$ cat config.mk
export PLATFORM = sky130hd
export DESIGN_NAME = sdclk_bank
export DESIGN_NICKNAME = d
export VERILOG_FILES = /design/src/sdclk_pkg.sv /design/src/sdclk_bank.sv
export VERILOG_INCLUDE_DIRS = /design/src
export SDC_FILE = /design/constraint.sdc
export NUM_CORES = 1
export LEC_CHECK = 0
export BUFFER_PORTS_ARGS = -buffer_cell sky130_fd_sc_hd__buf_2
export CORE_MARGIN = 5
export CORE_UTILIZATION = 44
export CTS_BUF_LIST = sky130_fd_sc_hd__clkbuf_2 sky130_fd_sc_hd__clkbuf_4 sky130_fd_sc_hd__clkbuf_8
export DETAILED_ROUTE_END_ITERATION = 16
export PLACE_DENSITY_LB_ADDON = 0.1
export REMOVE_ABC_BUFFERS = 1
export SYNTH_ARGS = -nofsm -noshare
export SYNTH_HDL_FRONTEND = slang
export SYNTH_SLANG_ARGS = --single-unit
$ cat constraint.sdc
create_clock -name clk_sys_i -period 4.3 [get_ports clk_sys_i]
set_input_delay 0.43 -clock clk_sys_i [delete_from_list [all_inputs] [get_ports clk_sys_i]]
set_output_delay 0.43 -clock clk_sys_i [all_outputs]
set_load 0.02 [all_outputs]
$ cat src/sdclk_defs.svh
// offsets, field positions and reset values of the card host register bank
`ifndef SDCLK_DEFS_SVH
`define SDCLK_DEFS_SVH
`define SDCLK_OFS_IRQ_RAW 12'h000
`define SDCLK_OFS_IRQ_MASK 12'h004
`define SDCLK_OFS_IRQ_CLEAR 12'h008
`define SDCLK_OFS_CLK_RATE 12'h00c
`define SDCLK_OFS_IRQ_STATUS 12'h020
`define SDCLK_OFS_IRQ_ENABLE 12'h024
`define SDCLK_NUM_SRC 19
`define SDCLK_NUM_CLR 18
`define SDCLK_MASK_RST 19'h7ffff
`define SDCLK_RATE_RST 32'h80000000
`define SDCLK_GATE_BIT 31
`define SDCLK_DIV_MSB 15
`define SDCLK_DIV_RST 16'h0000
`define SDCLK_DIV_MIN 16'h0002
`define SDCLK_EV_GATE 0
`define SDCLK_EV_BADDIV 1
`define SDCLK_NUM_EV 2
`endif

$ cat src/sdclk_pkg.sv
// types shared by the card host register bank
package sdclk_pkg;
  typedef enum logic [2:0] {
    SDCLK_GATED = 3'b001,
    SDCLK_HIGH = 3'b010,
    SDCLK_LOW = 3'b100
  } sdclk_state_e;
endpackage : sdclk_pkg

$ cat src/sdclk_bank.sv
// raw interrupt clear and card serial clock generator behind apb
`timescale 1ns/100ps
`include "sdclk_defs.svh"

module sdclk_bank
  import sdclk_pkg::*;
(
  input wire logic clk_sys_i,
  input wire logic rst_n_i,
  input wire logic psel_i,
  input wire logic penable_i,
  input wire logic pwrite_i,
  input wire logic [11:0] paddr_i,
  input wire logic [31:0] pwdata_i,
  output logic [31:0] prdata_o,
  output logic pready_o,
  output logic pslverr_o,
  input wire logic [`SDCLK_NUM_SRC-1:0] src_event_i,
  output logic [`SDCLK_NUM_SRC-1:0] raw_irq_o,
  output logic card_irq_o,
  output logic card_clk_o,
  output logic irq_o
);

  ////////////////////////////////////////////////////////////////////////
  // bus decode
  logic acc_w;
  logic wr_w;
  logic [`SDCLK_NUM_SRC-1:0] raw_ff;
  logic [`SDCLK_NUM_SRC-1:0] mask_ff;
  logic [31:0] rate_ff;
  logic [`SDCLK_NUM_EV-1:0] st_ff;
  logic [`SDCLK_NUM_EV-1:0] en_ff;
  logic [`SDCLK_NUM_SRC-1:0] clr_w;
  logic [15:0] cnt_ff;
  logic [15:0] div_w;
  logic gate_w;
  sdclk_state_e state_ff;
  logic [31:0] nxt_rdata;
  logic nxt_err;

  // single-cycle access phase: pready is registered high only for the first access cycle
  assign acc_w = psel_i & penable_i;
  assign wr_w = acc_w & pwrite_i;
  assign div_w = rate_ff[`SDCLK_DIV_MSB:0];
  assign gate_w = rate_ff[`SDCLK_GATE_BIT];

  ////////////////////////////////////////////////////////////////////////
  // raw interrupt latches and write-one clear
  // only the low 18 positions carry a clear strobe
  generate
    genvar gi;
    for (gi = 0; gi < `SDCLK_NUM_SRC; gi = gi + 1) begin : g_clr
      if (gi < `SDCLK_NUM_CLR) begin : g_on
        assign clr_w[gi] = wr_w & (paddr_i == `SDCLK_OFS_IRQ_CLEAR) &
                           pwdata_i[gi];
      end else begin : g_off
        assign clr_w[gi] = 1'b0;
      end
    end
  endgenerate

  // set wins over clear so an event in the clear cycle survives
  always_ff @(posedge clk_sys_i or negedge rst_n_i) begin
    if (!rst_n_i) begin
      raw_ff <= '0;
    end else begin
      raw_ff <= (raw_ff & ~clr_w) | src_event_i;
    end
  end

  // mask register, reset all masked
  always_ff @(posedge clk_sys_i or negedge rst_n_i) begin
    if (!rst_n_i) begin
      mask_ff <= `SDCLK_MASK_RST;
    end else if (wr_w && paddr_i == `SDCLK_OFS_IRQ_MASK) begin
      mask_ff <= pwdata_i[`SDCLK_NUM_SRC-1:0];
    end
  end

  // raw view and masked card interrupt, registered
  always_ff @(posedge clk_sys_i or negedge rst_n_i) begin
    if (!rst_n_i) begin
      raw_irq_o <= '0;
      card_irq_o <= 1'b0;
    end else begin
      raw_irq_o <= raw_ff;
      card_irq_o <= |(raw_ff & ~mask_ff);
    end
  end

  ////////////////////////////////////////////////////////////////////////
  // clock rate register; a gating write also loads the divider field from pwdata_i[15:0]
  always_ff @(posedge clk_sys_i or negedge rst_n_i) begin
    if (!rst_n_i) begin
      rate_ff <= `SDCLK_RATE_RST;
    end else if (wr_w && paddr_i == `SDCLK_OFS_CLK_RATE) begin
      rate_ff <= {pwdata_i[31], 15'h0, pwdata_i[15:0]};
    end
  end

  ////////////////////////////////////////////////////////////////////////
  // clock generator: high for div/2, low for div-div/2 cycles
  // a divider below two is refused: the line stays low, and while ungated a flag is set
  always_ff @(posedge clk_sys_i or negedge rst_n_i) begin
    if (!rst_n_i) begin
      state_ff <= SDCLK_GATED;
      cnt_ff <= 16'h0000;
      card_clk_o <= 1'b0;
    end else if (gate_w || div_w < `SDCLK_DIV_MIN) begin
      state_ff <= SDCLK_GATED;
      cnt_ff <= 16'h0000;
      card_clk_o <= 1'b0;
    end else begin
      case (state_ff)
        SDCLK_GATED: begin
          state_ff <= SDCLK_HIGH;
          cnt_ff <= 16'h0001;
          card_clk_o <= 1'b1;
        end
        SDCLK_HIGH: begin
          if (cnt_ff >= (div_w >> 1)) begin
            state_ff <= SDCLK_LOW;
            cnt_ff <= 16'h0001;
            card_clk_o <= 1'b0;
          end else begin
            cnt_ff <= cnt_ff + 16'h0001;
          end
        end
        SDCLK_LOW: begin
          if (cnt_ff >= div_w - (div_w >> 1)) begin
            state_ff <= SDCLK_HIGH;
            cnt_ff <= 16'h0001;
            card_clk_o <= 1'b1;
          end else begin
            cnt_ff <= cnt_ff + 16'h0001;
          end
        end
        default: begin
          state_ff <= SDCLK_GATED;
          cnt_ff <= 16'h0000;
          card_clk_o <= 1'b0;
        end
      endcase
    end
  end

  ////////////////////////////////////////////////////////////////////////
  // block events: gate entered, invalid divider while ungated
  // write one clears a status bit; a new event wins over the clear
  logic [`SDCLK_NUM_EV-1:0] ev_w;
  logic [`SDCLK_NUM_EV-1:0] st_clr_w;
  logic gate_d_ff;
  assign ev_w[`SDCLK_EV_GATE] = gate_w & ~gate_d_ff;
  assign ev_w[`SDCLK_EV_BADDIV] = ~gate_w & (div_w < `SDCLK_DIV_MIN);
  assign st_clr_w = (wr_w && paddr_i == `SDCLK_OFS_IRQ_STATUS) ?
                    pwdata_i[`SDCLK_NUM_EV-1:0] : '0;

  always_ff @(posedge clk_sys_i or negedge rst_n_i) begin
    if (!rst_n_i) begin
      gate_d_ff <= 1'b1;
      st_ff <= '0;
    end else begin
      gate_d_ff <= gate_w;
      st_ff <= (st_ff & ~st_clr_w) | ev_w;
    end
  end

  // event enable register
  always_ff @(posedge clk_sys_i or negedge rst_n_i) begin
    if (!rst_n_i) begin
      en_ff <= '0;
    end else if (wr_w && paddr_i == `SDCLK_OFS_IRQ_ENABLE) begin
      en_ff <= pwdata_i[`SDCLK_NUM_EV-1:0];
    end
  end

  always_ff @(posedge clk_sys_i or negedge rst_n_i) begin
    if (!rst_n_i) begin
      irq_o <= 1'b0;
    end else begin
      irq_o <= |((st_ff & ~st_clr_w | ev_w) & en_ff);
    end
  end

  ////////////////////////////////////////////////////////////////////////
  // read mux; unmapped addresses answer with pslverr and zero data
  always_comb begin
    nxt_rdata = 32'h00000000;
    nxt_err = 1'b0;
    if (paddr_i == `SDCLK_OFS_IRQ_RAW) begin
      nxt_rdata = {13'h0, raw_ff};
    end else if (paddr_i == `SDCLK_OFS_IRQ_MASK) begin
      nxt_rdata = {13'h0, mask_ff};
    end else if (paddr_i == `SDCLK_OFS_IRQ_CLEAR) begin
      nxt_rdata = 32'h00000000;
    end else if (paddr_i == `SDCLK_OFS_CLK_RATE) begin
      nxt_rdata = rate_ff;
    end else if (paddr_i == `SDCLK_OFS_IRQ_STATUS) begin
      nxt_rdata = {30'h0, st_ff};
    end else if (paddr_i == `SDCLK_OFS_IRQ_ENABLE) begin
      nxt_rdata = {30'h0, en_ff};
    end else begin
      nxt_err = 1'b1;
    end
  end

  // answer registered in setup, valid through the access phase
  always_ff @(posedge clk_sys_i or negedge rst_n_i) begin
    if (!rst_n_i) begin
      prdata_o <= 32'h00000000;
      pslverr_o <= 1'b0;
      pready_o <= 1'b0;
    end else begin
      prdata_o <= (psel_i && !pwrite_i) ? nxt_rdata : 32'h00000000;
      pslverr_o <= psel_i & ~penable_i & nxt_err;
      pready_o <= psel_i & ~penable_i;
    end
  end

  ////////////////////////////////////////////////////////////////////////
  // checks on the raw latches and the write-one clear
  clr_bit_a: assert property (
    @(posedge clk_sys_i) disable iff (!rst_n_i)
    clr_w[0] && !src_event_i[0] |=> !raw_ff[0])
    else $error("raw bit 0 not cleared");
  set_win_a: assert property (
    @(posedge clk_sys_i) disable iff (!rst_n_i)
    src_event_i[0] |=> raw_ff[0])
    else $error("raw event lost in clear cycle");
  clr_top_a: assert property (
    @(posedge clk_sys_i) disable iff (!rst_n_i)
    raw_ff[18] && wr_w && paddr_i == `SDCLK_OFS_IRQ_CLEAR |=> raw_ff[18])
    else $error("bit 18 cleared");
  rd_clr_a: assert property (
    @(posedge clk_sys_i) disable iff (!rst_n_i)
    psel_i && !penable_i && paddr_i == `SDCLK_OFS_IRQ_CLEAR
    |=> prdata_o == 32'h00000000)
    else $error("clear register read not zero");
  clr_zero_a: assert property (
    @(posedge clk_sys_i) disable iff (!rst_n_i)
    raw_ff[3] && !clr_w[3] |=> raw_ff[3])
    else $error("raw bit lost without clear");

  // checks on the card serial clock
  gate_low_a: assert property (
    @(posedge clk_sys_i) disable iff (!rst_n_i)
    gate_w [*2] |-> !card_clk_o)
    else $error("clock runs while gated");
  gate_now_a: assert property (
    @(posedge clk_sys_i) disable iff (!rst_n_i)
    gate_w |=> !card_clk_o)
    else $error("clock not stopped one cycle after gating");
  // phase checks skip cycles in which software rewrites the rate
  div_four_hi_a: assert property (
    @(posedge clk_sys_i) disable iff (!rst_n_i)
    $rose(card_clk_o) && div_w == 16'h0004 && !gate_w ##1 $stable(rate_ff)
    |-> card_clk_o ##1 !card_clk_o)
    else $error("high phase of divide by four wrong");
  div_four_lo_a: assert property (
    @(posedge clk_sys_i) disable iff (!rst_n_i)
    $fell(card_clk_o) && $stable(rate_ff) && div_w == 16'h0004 && !gate_w
    ##1 $stable(rate_ff) |-> !card_clk_o ##1 card_clk_o)
    else $error("low phase of divide by four wrong");
  div_per_a: assert property (
    @(posedge clk_sys_i) disable iff (!rst_n_i)
    $rose(card_clk_o) && div_w == 16'h0002 && !gate_w ##1 $stable(rate_ff)
    |-> !card_clk_o ##1 card_clk_o)
    else $error("divide by two wrong");
  keep_div_a: assert property (
    @(posedge clk_sys_i) disable iff (!rst_n_i)
    $rose(gate_w) |-> div_w == $past(div_w))
    else $error("divider lost on gating");

  // checks on masking, reset values and the bus answer
  mask_irq_a: assert property (
    @(posedge clk_sys_i) disable iff (!rst_n_i)
    (raw_ff & ~mask_ff) == '0 |=> !card_irq_o)
    else $error("masked source reached output");
  mask_pass_a: assert property (
    @(posedge clk_sys_i) disable iff (!rst_n_i)
    (raw_ff & ~mask_ff) != '0 |=> card_irq_o)
    else $error("unmasked source did not reach output");
  rst_gate_a: assert property (
    @(posedge clk_sys_i)
    $rose(rst_n_i) |-> gate_w)
    else $error("gate not set after reset");
  rst_rate_a: assert property (
    @(posedge clk_sys_i)
    $rose(rst_n_i) |-> rate_ff == `SDCLK_RATE_RST)
    else $error("rate register not at reset value");
  bus_ready_a: assert property (
    @(posedge clk_sys_i) disable iff (!rst_n_i)
    psel_i && !penable_i |=> pready_o)
    else $error("no ready in access phase");

endmodule : sdclk_bank

==> reports/qor.yml, run 1 <==
status: "finished clean"
fin_setup_tns_ns: 0
ys_warn_count: 0
cts.htree.levels: 4
coreArea_um2: 15030
crit_path_max_fanout: 16
rsz0062_at_grt: "no"
path_clk_slew_ns: 0.08
cts_root_buf: "clkbuf_8"
fmax_mhz: 247.8
routedWlPerCell_um: 17.24
r2r_cells: 17
avgSynthCellArea_um2: 10.61
hold_class: "input pin to register"
cp.required_ns: 4.63
crit_chain: "inv_1 > ha_1 > nor2b_1 > o311a_1 > o311a_1 > o21bai_1 > nand2b_1 > a211oi_1 > ha_1 > a21o_1 > nand3_1 > a41o_1 > o31ai_1 > buf_4 > a2bb2oi_2 > buf_4 > o211a_1"
n_antenna_cell: 0
post-dp-hpwl_um: 12170
drtIter0Drc: 286
synth-simple-area-share: 0.1468
synth.top_cells.by_area: "dfrtp_1 38%, ha_1 11%, dfstp_2 8.7%, nand2_1 3.1%, a21o_1 2.8%"
hp-start: "src_event_i[15]"
yosysMostFrequentCell: "dfrtp_1"
finalClockSkew_ns: 0.006271
grt_pass1_wl_um: 26900
drive_gt1_frac: 0.2470
grt_max_degree: 49
grtUsageTotal: 0.1900
grt_pass1_vias: 5276
finalNetCount: 867
critPathBufInv: 3
maxCapViolations: 0
ant_nets: 0
post-route-period-util: 0.9386
crit_slowest_cell: "dfrtp_1"
synth_edf_count: 0
synth_compound_area_frac: 0.1553
port_buffers: 99
die_w_um: 133.1
viasPerCell: 5.428
worstSkewPairLatency_ns: 0.44
drc: 0
holdPathEnd: "raw_ff[15]"
row_count: 45
placed_area_um2: 7357
syn-instance-count: 629
synth.yosys.seq_area_share: 0.4655
ys_ff_latch: 123
area_growth_syn_to_layout_pct: 16.71
final-hold-violation-count: 0
cts_hold_buf: 1
numCtsBuffers: 17
num_vias: 5108
ctsLongestPathBuffers: 2
synth_fa_ha_area_frac: 0.1099
synth_common_cells: "101 x dfrtp_1, 57 x ha_1, 55 x nand2_1, 46 x inv_1, 37 x nor2_1"
ys.flop_type: "dfrtp_1"
period_minus_slack_ns: 4.036
cts_setup_buffers: 0
grt_antenna_before_repair: 0
critPathCaptureType: "register"
crit_path_max_incr_delay_ns: 0.40
leakage_uw: 0.003786
initial_core_util: 0.4438
synth_top_family_by_area: "compound AO/OA/AOI/OAI gates"
cts_sinks: 123
final-setup-viol-count: 0
syn_area_um2: 6671
firstDrtPassIters: 5
final_area_um2: 7786
hold_path_depth: 2
cts_tree: "done"
max_slew_margin: 0.2504
synth-xor-area-share: 0.03151
synthArstFlopShare: 1.000
arrival_ns: 4.37
yosysTopAreaCell: "dfrtp_1"
reg2reg_from: "rate_ff[2]"
place_congestion: 0.8420
finalPower_uw: 2543
routed_wl_um: 16220
critPathTopFamily: "compound AO/OA/AOI/OAI gates"
ios: 124
vdd_drop_max_v: 0.0003517
grt_overflow: 0
setup_slack_ns: 0.2638
slew_violations: 0
place_ws_ns: 0.2797
synth_cell_types: 70
synth_mux_area_frac: 0.03507
synth_top_area_share: 0.3788
rrSetupSlack_ns: 0.26
worst_pin_slew_ns: 1.117
die_h_um: 133.1
dieArea_um2: 17720
cts_resized: 0
startpoint_type: "register"
criticalPathCategory: "register to register"
r2r_end: "card_clk_o"
p_per_area_nw_per_um2: 326.6
[worst max-delay path by stage]
| stage | slack, ns | start | endpoint | depth (start not counted) |
|---|---|---|---|---|
| 2_1_floorplan | 0.68 | rate_ff[2] | cnt_ff[1] | 14 |
| 3_3_place_gp | 0.36 | rate_ff[2] | card_clk_o | 16 |
| 3_5_place_dp | 0.28 | rate_ff[2] | card_clk_o | 17 |
| 4_1_cts | 0.26 | rate_ff[2] | card_clk_o | 17 |
| 5_1_grt | 0.06 | rate_ff[2] | cnt_ff[13] | 17 |
| 6_report | 0.26 | rate_ff[2] | card_clk_o | 17 |
[layout make-up]
class / count / area [um2]
fill: 1375 / 7247
multi-input combinational: 441 / 3256
sequential: 123 / 3105
timing repair buffer: 112 / 598.1
clock buffer: 19 / 255.2
tap: 188 / 235.2
inverter: 46 / 172.7
clock inverter: 12 / 163.9
[flip-flops by register name (all words and copies together) (netlist names), 3 cells and up]
register,count
mask_ff,19
cnt_ff,16
raw_irq_o,19
raw_ff,19
state_ff,3
rate_ff,17
prdata_o,20
[per-stage QoR]
step           utilization  std cells  hold slack, ns
6_report            0.5179        941          0.1662
5_1_grt             0.5179        941          0.1418
4_1_cts             0.5179        941          0.1396
3_5_place_dp        0.4894        909          0.3982
3_3_place_gp        0.4894        909          0.3975
2_1_floorplan            -        610          0.1344
[worst reg2reg max path, delay by kind of cell (launching register included)]
| kind | cells | cell delay [ns] |
|---|---|---|
| adders and majority gates | 2 | 0.59 |
| buffers and inverters | 3 | 0.57 |
| DFF | 1 | 0.40 |
| and+or+nand+nor | 3 | 0.35 |
| AOI/OAI and AO/OA | 9 | 2.03 |
[cells by family after synthesis]
kind of cell	Yosys count
fa+ha+maj	58
buf+inv	76
xor+xnor	24
mux	21
flops	123
other cells	1
simple gates	183
compound gates	143
[layer usage]
layer / wire length [um] / part of all wire / GRT usage
met1: 7469 / 0.46 / 0.2533
met2: 7799 / 0.48 / 0.3124
met3: 747 / 0.046 / 0.04721
met4: 204 / 0.013 / 0.04857
met5: 0 / 0 / 0
[cells in the final DEF (no fill, tap or decap), drive strengths merged, types with 13 or more instances in the layout]
master  count
xnor2      15
a21oi      14
nand2      55
buf       111
mux2       19
a222oi     17
a21o       25
nor3       21
ha         57
inv        48
nor2       37
dfstp      22
dfrtp     101
o21ai      35
nand2b     13
clkbuf     19
[power breakdown]
| part | internal (uW) | leakage, uW | switching [uW] |
|---|---|---|---|
| clock network | 597 | 0.000198 | 478 |
| registers | 1190 | 0.00134 | 20.3 |
| logic | 85.1 | 0.00224 | 176 |
| total | 1870 | 0.00379 | 674 |
Note: power is estimated with default switching activity, not from simulation.
==> run 2: changes to the inputs <==
--- a/config.mk
+++ b/config.mk
@@ -8,7 +8,7 @@
 export LEC_CHECK = 0
 export BUFFER_PORTS_ARGS = -buffer_cell sky130_fd_sc_hd__buf_2
 export CORE_MARGIN = 5
-export CORE_UTILIZATION = 44
+export CORE_UTILIZATION = 35
 export CTS_BUF_LIST = sky130_fd_sc_hd__clkbuf_2 sky130_fd_sc_hd__clkbuf_4 sky130_fd_sc_hd__clkbuf_8
 export DETAILED_ROUTE_END_ITERATION = 16
 export PLACE_DENSITY_LB_ADDON = 0.1
==> run 2 against run 1 <==
Net effect:
- cell count increased by 4.7%
- wire length increased by 4.0%
- critical path depth decreased by 1
==> reports/qor.yml, run 2 (synthesized netlist as in run 1, its figures left out) <==
grtUsageTotal: 0.1565  # -0.03347
grt_overflow: 0  # unchanged
n_antenna_cell: 0  # unchanged
status: "finished clean"
final-setup-viol-count: 0  # unchanged
coreArea_um2: 18770  # +25%
cts_hold_buf: 0  # -1
fmax_mhz: 250.1  # +0.93%
place_congestion: 0.8009  # -4.9%
post-route-util: 0.4149  # -0.1031
crit_end: "card_clk_o"
die_w_um: 148.1  # +11%
ios: 124  # unchanged
final_cells: 985  # +4.7%
grt_max_degree: 124  # +150%
maxCapViolations: 0  # unchanged
ant_nets: 0  # unchanged
p_per_area_nw_per_um2: 311.5  # -4.6%
period_minus_slack_ns: 3.999  # -0.03734 ns
cts_sinks: 123  # unchanged
port_buffers: 99  # unchanged
finalClockSkew_ns: 0.01028  # +0.004009 ns
post-route-period-util: 0.9300  # -0.008683
hold_class: "input pin to asynchronous set/reset pin"
final_common_cell: "dfrtp_1"
firstDrtPassIters: 5  # unchanged
crit_path_max_incr_delay_ns: 0.40  # about the same
crit_chain: "inv_1 > ha_1 > nor2b_1 > o311a_1 > o311a_1 > a211oi_4 > nor3_1 > a211oi_2 > ha_1 > a211oi_1 > a41o_1 > o31ai_1 > buf_4 > a2bb2oi_2 > buf_12 > o211a_1"
drc: 0  # unchanged
largest_reg_flops: 20  # unchanged
initial_core_util: 0.3555  # -0.08831
drtIter0Drc: 341  # +19%
routed_wl_um: 16860  # +4.0%
cts_tree: "done"
ctsLongestPathBuffers: 2  # unchanged
finalNetCount: 864  # -0.35%
arrival_ns: 4.33  # -0.04 ns
crit_slowest_cell: "dfrtp_1"
slew_violations: 0  # unchanged
regMostFlops: "prdata_o"
viasPerCell: 5.155  # -5.0%
fin_setup_tns_ns: 0  # unchanged
cts_setup_buffers: 0  # unchanged
vdd_drop_max_v: 0.0001698  # -52%
fillers: 1796  # +31%
cp.required_ns: 4.63  # about the same
routedWlPerCell_um: 17.12  # -0.68%
final_cell_mix: "101 x dfrtp_1, 98 x buf_2, 57 x ha_1, 55 x nand2_1, 46 x inv_1"
drive_gt1_frac: 0.2477  # +0.0006578
final_area_um2: 7786  # unchanged
path_clk_slew_ns: 0.08  # about the same
cts.htree.levels: 4  # unchanged
cp-startpoint: "rate_ff[2]"
criticalPathCategory: "register to register"
r2r_cells: 16  # -1
rsz0062_at_grt: "no"
max_slew_margin: 0.2034  # -0.04701
cts_resized: 0  # unchanged
reg2reg_from: "rate_ff[2]"
numCtsBuffers: 17  # unchanged
startpoint_type: "register"
worstSkewPairLatency_ns: 0.44  # about the same
die_h_um: 148.1  # +11%
dieArea_um2: 21920  # +24%
dp_cells: 953  # +4.8%
cts_root_buf: "clkbuf_8"
grt_pass1_vias: 5196  # -1.5%
grt_pass1_wl_um: 27390  # +1.8%
post-dp-hpwl_um: 12380  # +1.8%
leakage_uw: 0.003768  # -0.50%
grt_antenna_before_repair: 0  # unchanged
placed_area_um2: 7430  # +0.99%
final-hold-violation-count: 0  # unchanged
crit_path_max_fanout: 16  # unchanged
worst_pin_slew_ns: 1.187  # +0.07004 ns
num_vias: 5078  # -0.59%
r2r_end: "card_clk_o"
row_count: 50  # +11%
area_growth_syn_to_layout_pct: 16.71  # unchanged
rrSetupSlack_ns: 0.30  # +0.04 ns
critPathCaptureType: "register"
-- run 2: cell types whose count changed in the layout (fill, tap and decap cells not counted), sizes merged --
cell         previous run  this run
buf                   111       109
bufinv                  3         0
clkbuf                 19        20
clkinv                  3         6
clkinvlp                4         2
dlygate4sd3             1         0
inv                    48        50
-- run 2: metal layers --
metal | vias up | track usage | part of all wire
li1 | 2452 | - | -
met1 | 2470 | 0.2088 | 0.47
met2 | 142 | 0.2596 | 0.47
met3 | 14 | 0.03778 | 0.050
met4 | 0 | 0.03510 | 0.0087
met5 | - | 0 | 0
-- run 2: final cells by class --
cell class                      instances  area (um2)  area share
Clock buffer                           20       269.0     0.03455
Timing Repair Buffer                  109       598.1     0.07681
Tap cell                              234       292.8     0.03760
Clock inverter                         12       87.58     0.01125
Inverter                               46       172.7     0.02218
Sequential cell                       123        3105      0.3988
Multi-Input combinational cell        441        3261      0.4188
-- run 2: report_power, final --
group,leakage [uW],internal [uW],total (uW),switching (uW)
sequential,0.00134,1190,1200,18.1
combinational,0.00224,96.3,279,183
clock,0.000184,440,942,502
-- run 2: worst min path at each step --
stage	endpoint	slack, ns	cells past startpoint
floorplan	card_clk_o	0.13	0
global placement	raw_irq_o[18]	0.41	0
detailed placement	raw_irq_o[10]	0.42	0
CTS	raw_irq_o[15]	0.09	2
global route	prdata_o[18]	0.12	2
finish	raw_irq_o[18]	0.08	2
-- run 2: worst max-delay path: cells and delay by family (launching register included) --
family | cells | cell delay (ns)
AND/OR/NAND/NOR | 2 | 0.25
buffers and inverters | 3 | 0.54
AO/OA/AOI/OAI | 9 | 2.15
adder cells (fa/ha/maj) | 2 | 0.55
flip-flops | 1 | 0.40
-- run 2: through the flow --
step | power, uW | hold slack (ns) | setup slack, ns
2_1_floorplan | 1370 | 0.1344 | 0.6774
3_3_place_gp | 1499 | 0.4123 | 0.3771
3_5_place_dp | 1509 | 0.4156 | 0.3211
4_1_cts | 2460 | 0.09498 | 0.2890
5_1_grt | 2540 | 0.1187 | 0.05853
6_report | 2425 | 0.07639 | 0.3012
==> run 3: changes to the inputs <==
--- a/config.mk
+++ b/config.mk
@@ -8,7 +8,7 @@
 export LEC_CHECK = 0
 export BUFFER_PORTS_ARGS = -buffer_cell sky130_fd_sc_hd__buf_2
 export CORE_MARGIN = 5
-export CORE_UTILIZATION = 35
+export CORE_UTILIZATION = 45
 export CTS_BUF_LIST = sky130_fd_sc_hd__clkbuf_2 sky130_fd_sc_hd__clkbuf_4 sky130_fd_sc_hd__clkbuf_8
 export DETAILED_ROUTE_END_ITERATION = 16
 export PLACE_DENSITY_LB_ADDON = 0.1
==> run 3 against run 2 <==
Net effect:
- the run now ends with negative hold slack left
- total power grew 1.3%
- global-route usage grew 3.3 points
- cell count shrank 5.0%
- die area shrank 21%
- critical path type unchanged
- critical endpoint unchanged
- largest cell class unchanged
- largest power group unchanged
==> reports/qor.yml, run 3 (synthesized netlist as in run 1, its figures left out) <==
crit_path_max_incr_delay_ns: 0.48  # +0.08 ns
r2r_end: "card_clk_o"
regMostFlops: "prdata_o"
dieArea_um2: 17360  # -21%
largest_reg_flops: 20  # unchanged
post-route-period-util: 0.9266  # -0.003336
crit_slowest_cell: "dfrtp_1"
rrSetupSlack_ns: 0.32  # about the same
dp_cells: 904  # -5.1%
final-setup-viol-count: 0  # unchanged
n_antenna_cell: 0  # unchanged
slew_violations: 0  # unchanged
viasPerCell: 5.403  # +4.8%
worst_pin_slew_ns: 1.220  # +0.03336 ns
grtUsageTotal: 0.1894  # +0.03284
row_count: 44  # -12%
routed_wl_um: 16030  # -4.9%
maxCapViolations: 0  # unchanged
post-dp-hpwl_um: 12070  # -2.5%
max_slew_margin: 0.1804  # -0.02304
final-hold-violation-count: 4  # +4
die_w_um: 131.8  # -11%
hold_slack_ns: -0.004392  # -0.08078 ns
reg2reg_from: "rate_ff[1]"
r2r_cells: 16  # unchanged
area_growth_syn_to_layout_pct: 15.89
grt_pass1_vias: 5164  # -0.62%
grt_overflow: 0  # unchanged
grt_antenna_before_repair: 0  # unchanged
fin_setup_tns_ns: 0  # unchanged
final_common_cell: "dfrtp_1"
numCtsBuffers: 17  # unchanged
arrival_ns: 4.31  # -0.02 ns
criticalPathCategory: "register to register"
drc: 0  # unchanged
final_cell_mix: "101 x dfrtp_1, 98 x buf_2, 57 x ha_1, 55 x nand2_1, 45 x inv_1"
violations: "negative hold slack"
grt_pass1_wl_um: 26590  # -2.9%
worstSkewPairLatency_ns: 0.45  # about the same
firstDrtPassIters: 7  # +2
num_vias: 5057  # -0.41%
initial_core_util: 0.4590  # +0.1036
finalNetCount: 865  # +0.12%
die_h_um: 131.8  # -11%
startpoint_type: "register"
period_minus_slack_ns: 3.984  # -0.01434 ns
crit_chain: "ha_1 > nor2b_1 > o311a_1 > o311a_1 > o21bai_1 > nand2b_1 > a211oi_1 > ha_1 > a21o_1 > nand3_1 > a41o_1 > o31ai_1 > buf_4 > a2bb2oi_2 > buf_4 > o211a_1"
vdd_drop_max_v: 0.0004075  # +140%
drtIter0Drc: 369  # +8.2%
hold_class: "input pin to asynchronous set/reset pin"
place_congestion: 0.8570  # +7.0%
routedWlPerCell_um: 17.13  # about the same
crit_path_max_fanout: 16  # unchanged
cts.htree.levels: 4  # unchanged
fmax_mhz: 251.0  # +0.36%
cts_sinks: 123  # unchanged
ios: 124  # unchanged
rsz0062_at_grt: "no"
cp.required_ns: 4.63  # about the same
ant_nets: 0  # unchanged
critPathCaptureType: "register"
coreArea_um2: 14530  # -23%
grt_max_degree: 53  # -57%
ctsLongestPathBuffers: 2  # unchanged
path_clk_slew_ns: 0.08  # about the same
port_buffers: 99  # unchanged
finalPower_uw: 2457  # +1.3%
cts_root_buf: "clkbuf_8"
post-route-util: 0.5319  # +0.1171
p_per_area_nw_per_um2: 317.8  # +2.0%
drive_gt1_frac: 0.2487  # +0.001000
cts_tree: "done"
final_cells: 936  # -5.0%
status: "finished, violations left"
finalClockSkew_ns: 0.01769  # +0.007407 ns
leakage_uw: 0.003770  # about the same
run 3: critical path: cells and delay by family, from the launching register on:
family                   cells  cell delay (ns)
AO/OA/AOI/OAI                9             2.04
adder cells (fa/ha/maj)      2             0.65
flip-flops                   1             0.48
buffers and inverters        2             0.37
AND/OR/NAND/NOR              3             0.33
run 3: cell type report:
class | count | area [um2]
sequential | 123 | 3105
inverter | 46 | 172.7
timing repair buffer | 110 | 580.6
clock inverter | 14 | 138.9
clock buffer | 18 | 247.7
multi-input combinational | 441 | 3256
fill | 1335 | 6803
tap | 184 | 230.2
run 3: how the worst max path moves through the flow:
| stage | slack [ns] | startpoint | end |
|---|---|---|---|
| 6_report | 0.32 | rate_ff[1] | card_clk_o |
| 5_1_grt | 0.06 | rate_ff[1] | cnt_ff[2] |
| 4_1_cts | 0.24 | rate_ff[2] | card_clk_o |
| 3_5_place_dp | 0.27 | rate_ff[2] | card_clk_o |
| 3_3_place_gp | 0.35 | rate_ff[2] | card_clk_o |
| 2_1_floorplan | 0.68 | rate_ff[2] | cnt_ff[1] |
run 3: metrics by stage:
step           cell area, um2  setup WS [ns]
5_1_grt                  7731        0.05504
3_5_place_dp             7345         0.2736
6_report                 7731         0.3155
2_1_floorplan            6516         0.6774
4_1_cts                  7731         0.2417
3_3_place_gp             7345         0.3494
run 3: timing repair:
| action | CTS | global route |
|---|---|---|
| buffers inserted | 0 | 0 |
| endpoints found under the setup margin | 0 | 9 |
| resized for setup | 0 | 1 |
| hold buffers | 0 | 0 |
run 3: metal layers:
| metal | vias up | wire length, um | global-route usage |
|---|---|---|---|
| met5 | - | 0 | 0 |
| met4 | 0 | 278 | 0.05943 |
| met3 | 17 | 713 | 0.04656 |
| met2 | 115 | 7577 | 0.3030 |
| met1 | 2464 | 7461 | 0.2548 |
| li1 | 2461 | - | - |
run 3: power breakdown:
part / total, uW / switching, uW / internal (uW) / leakage [uW]
clock: 992 / 507 / 485 / 0.000194
sequential: 1200 / 17.3 / 1190 / 0.00134
combinational: 261 / 176 / 84.8 / 0.00223
total: 2460 / 701 / 1760 / 0.00377
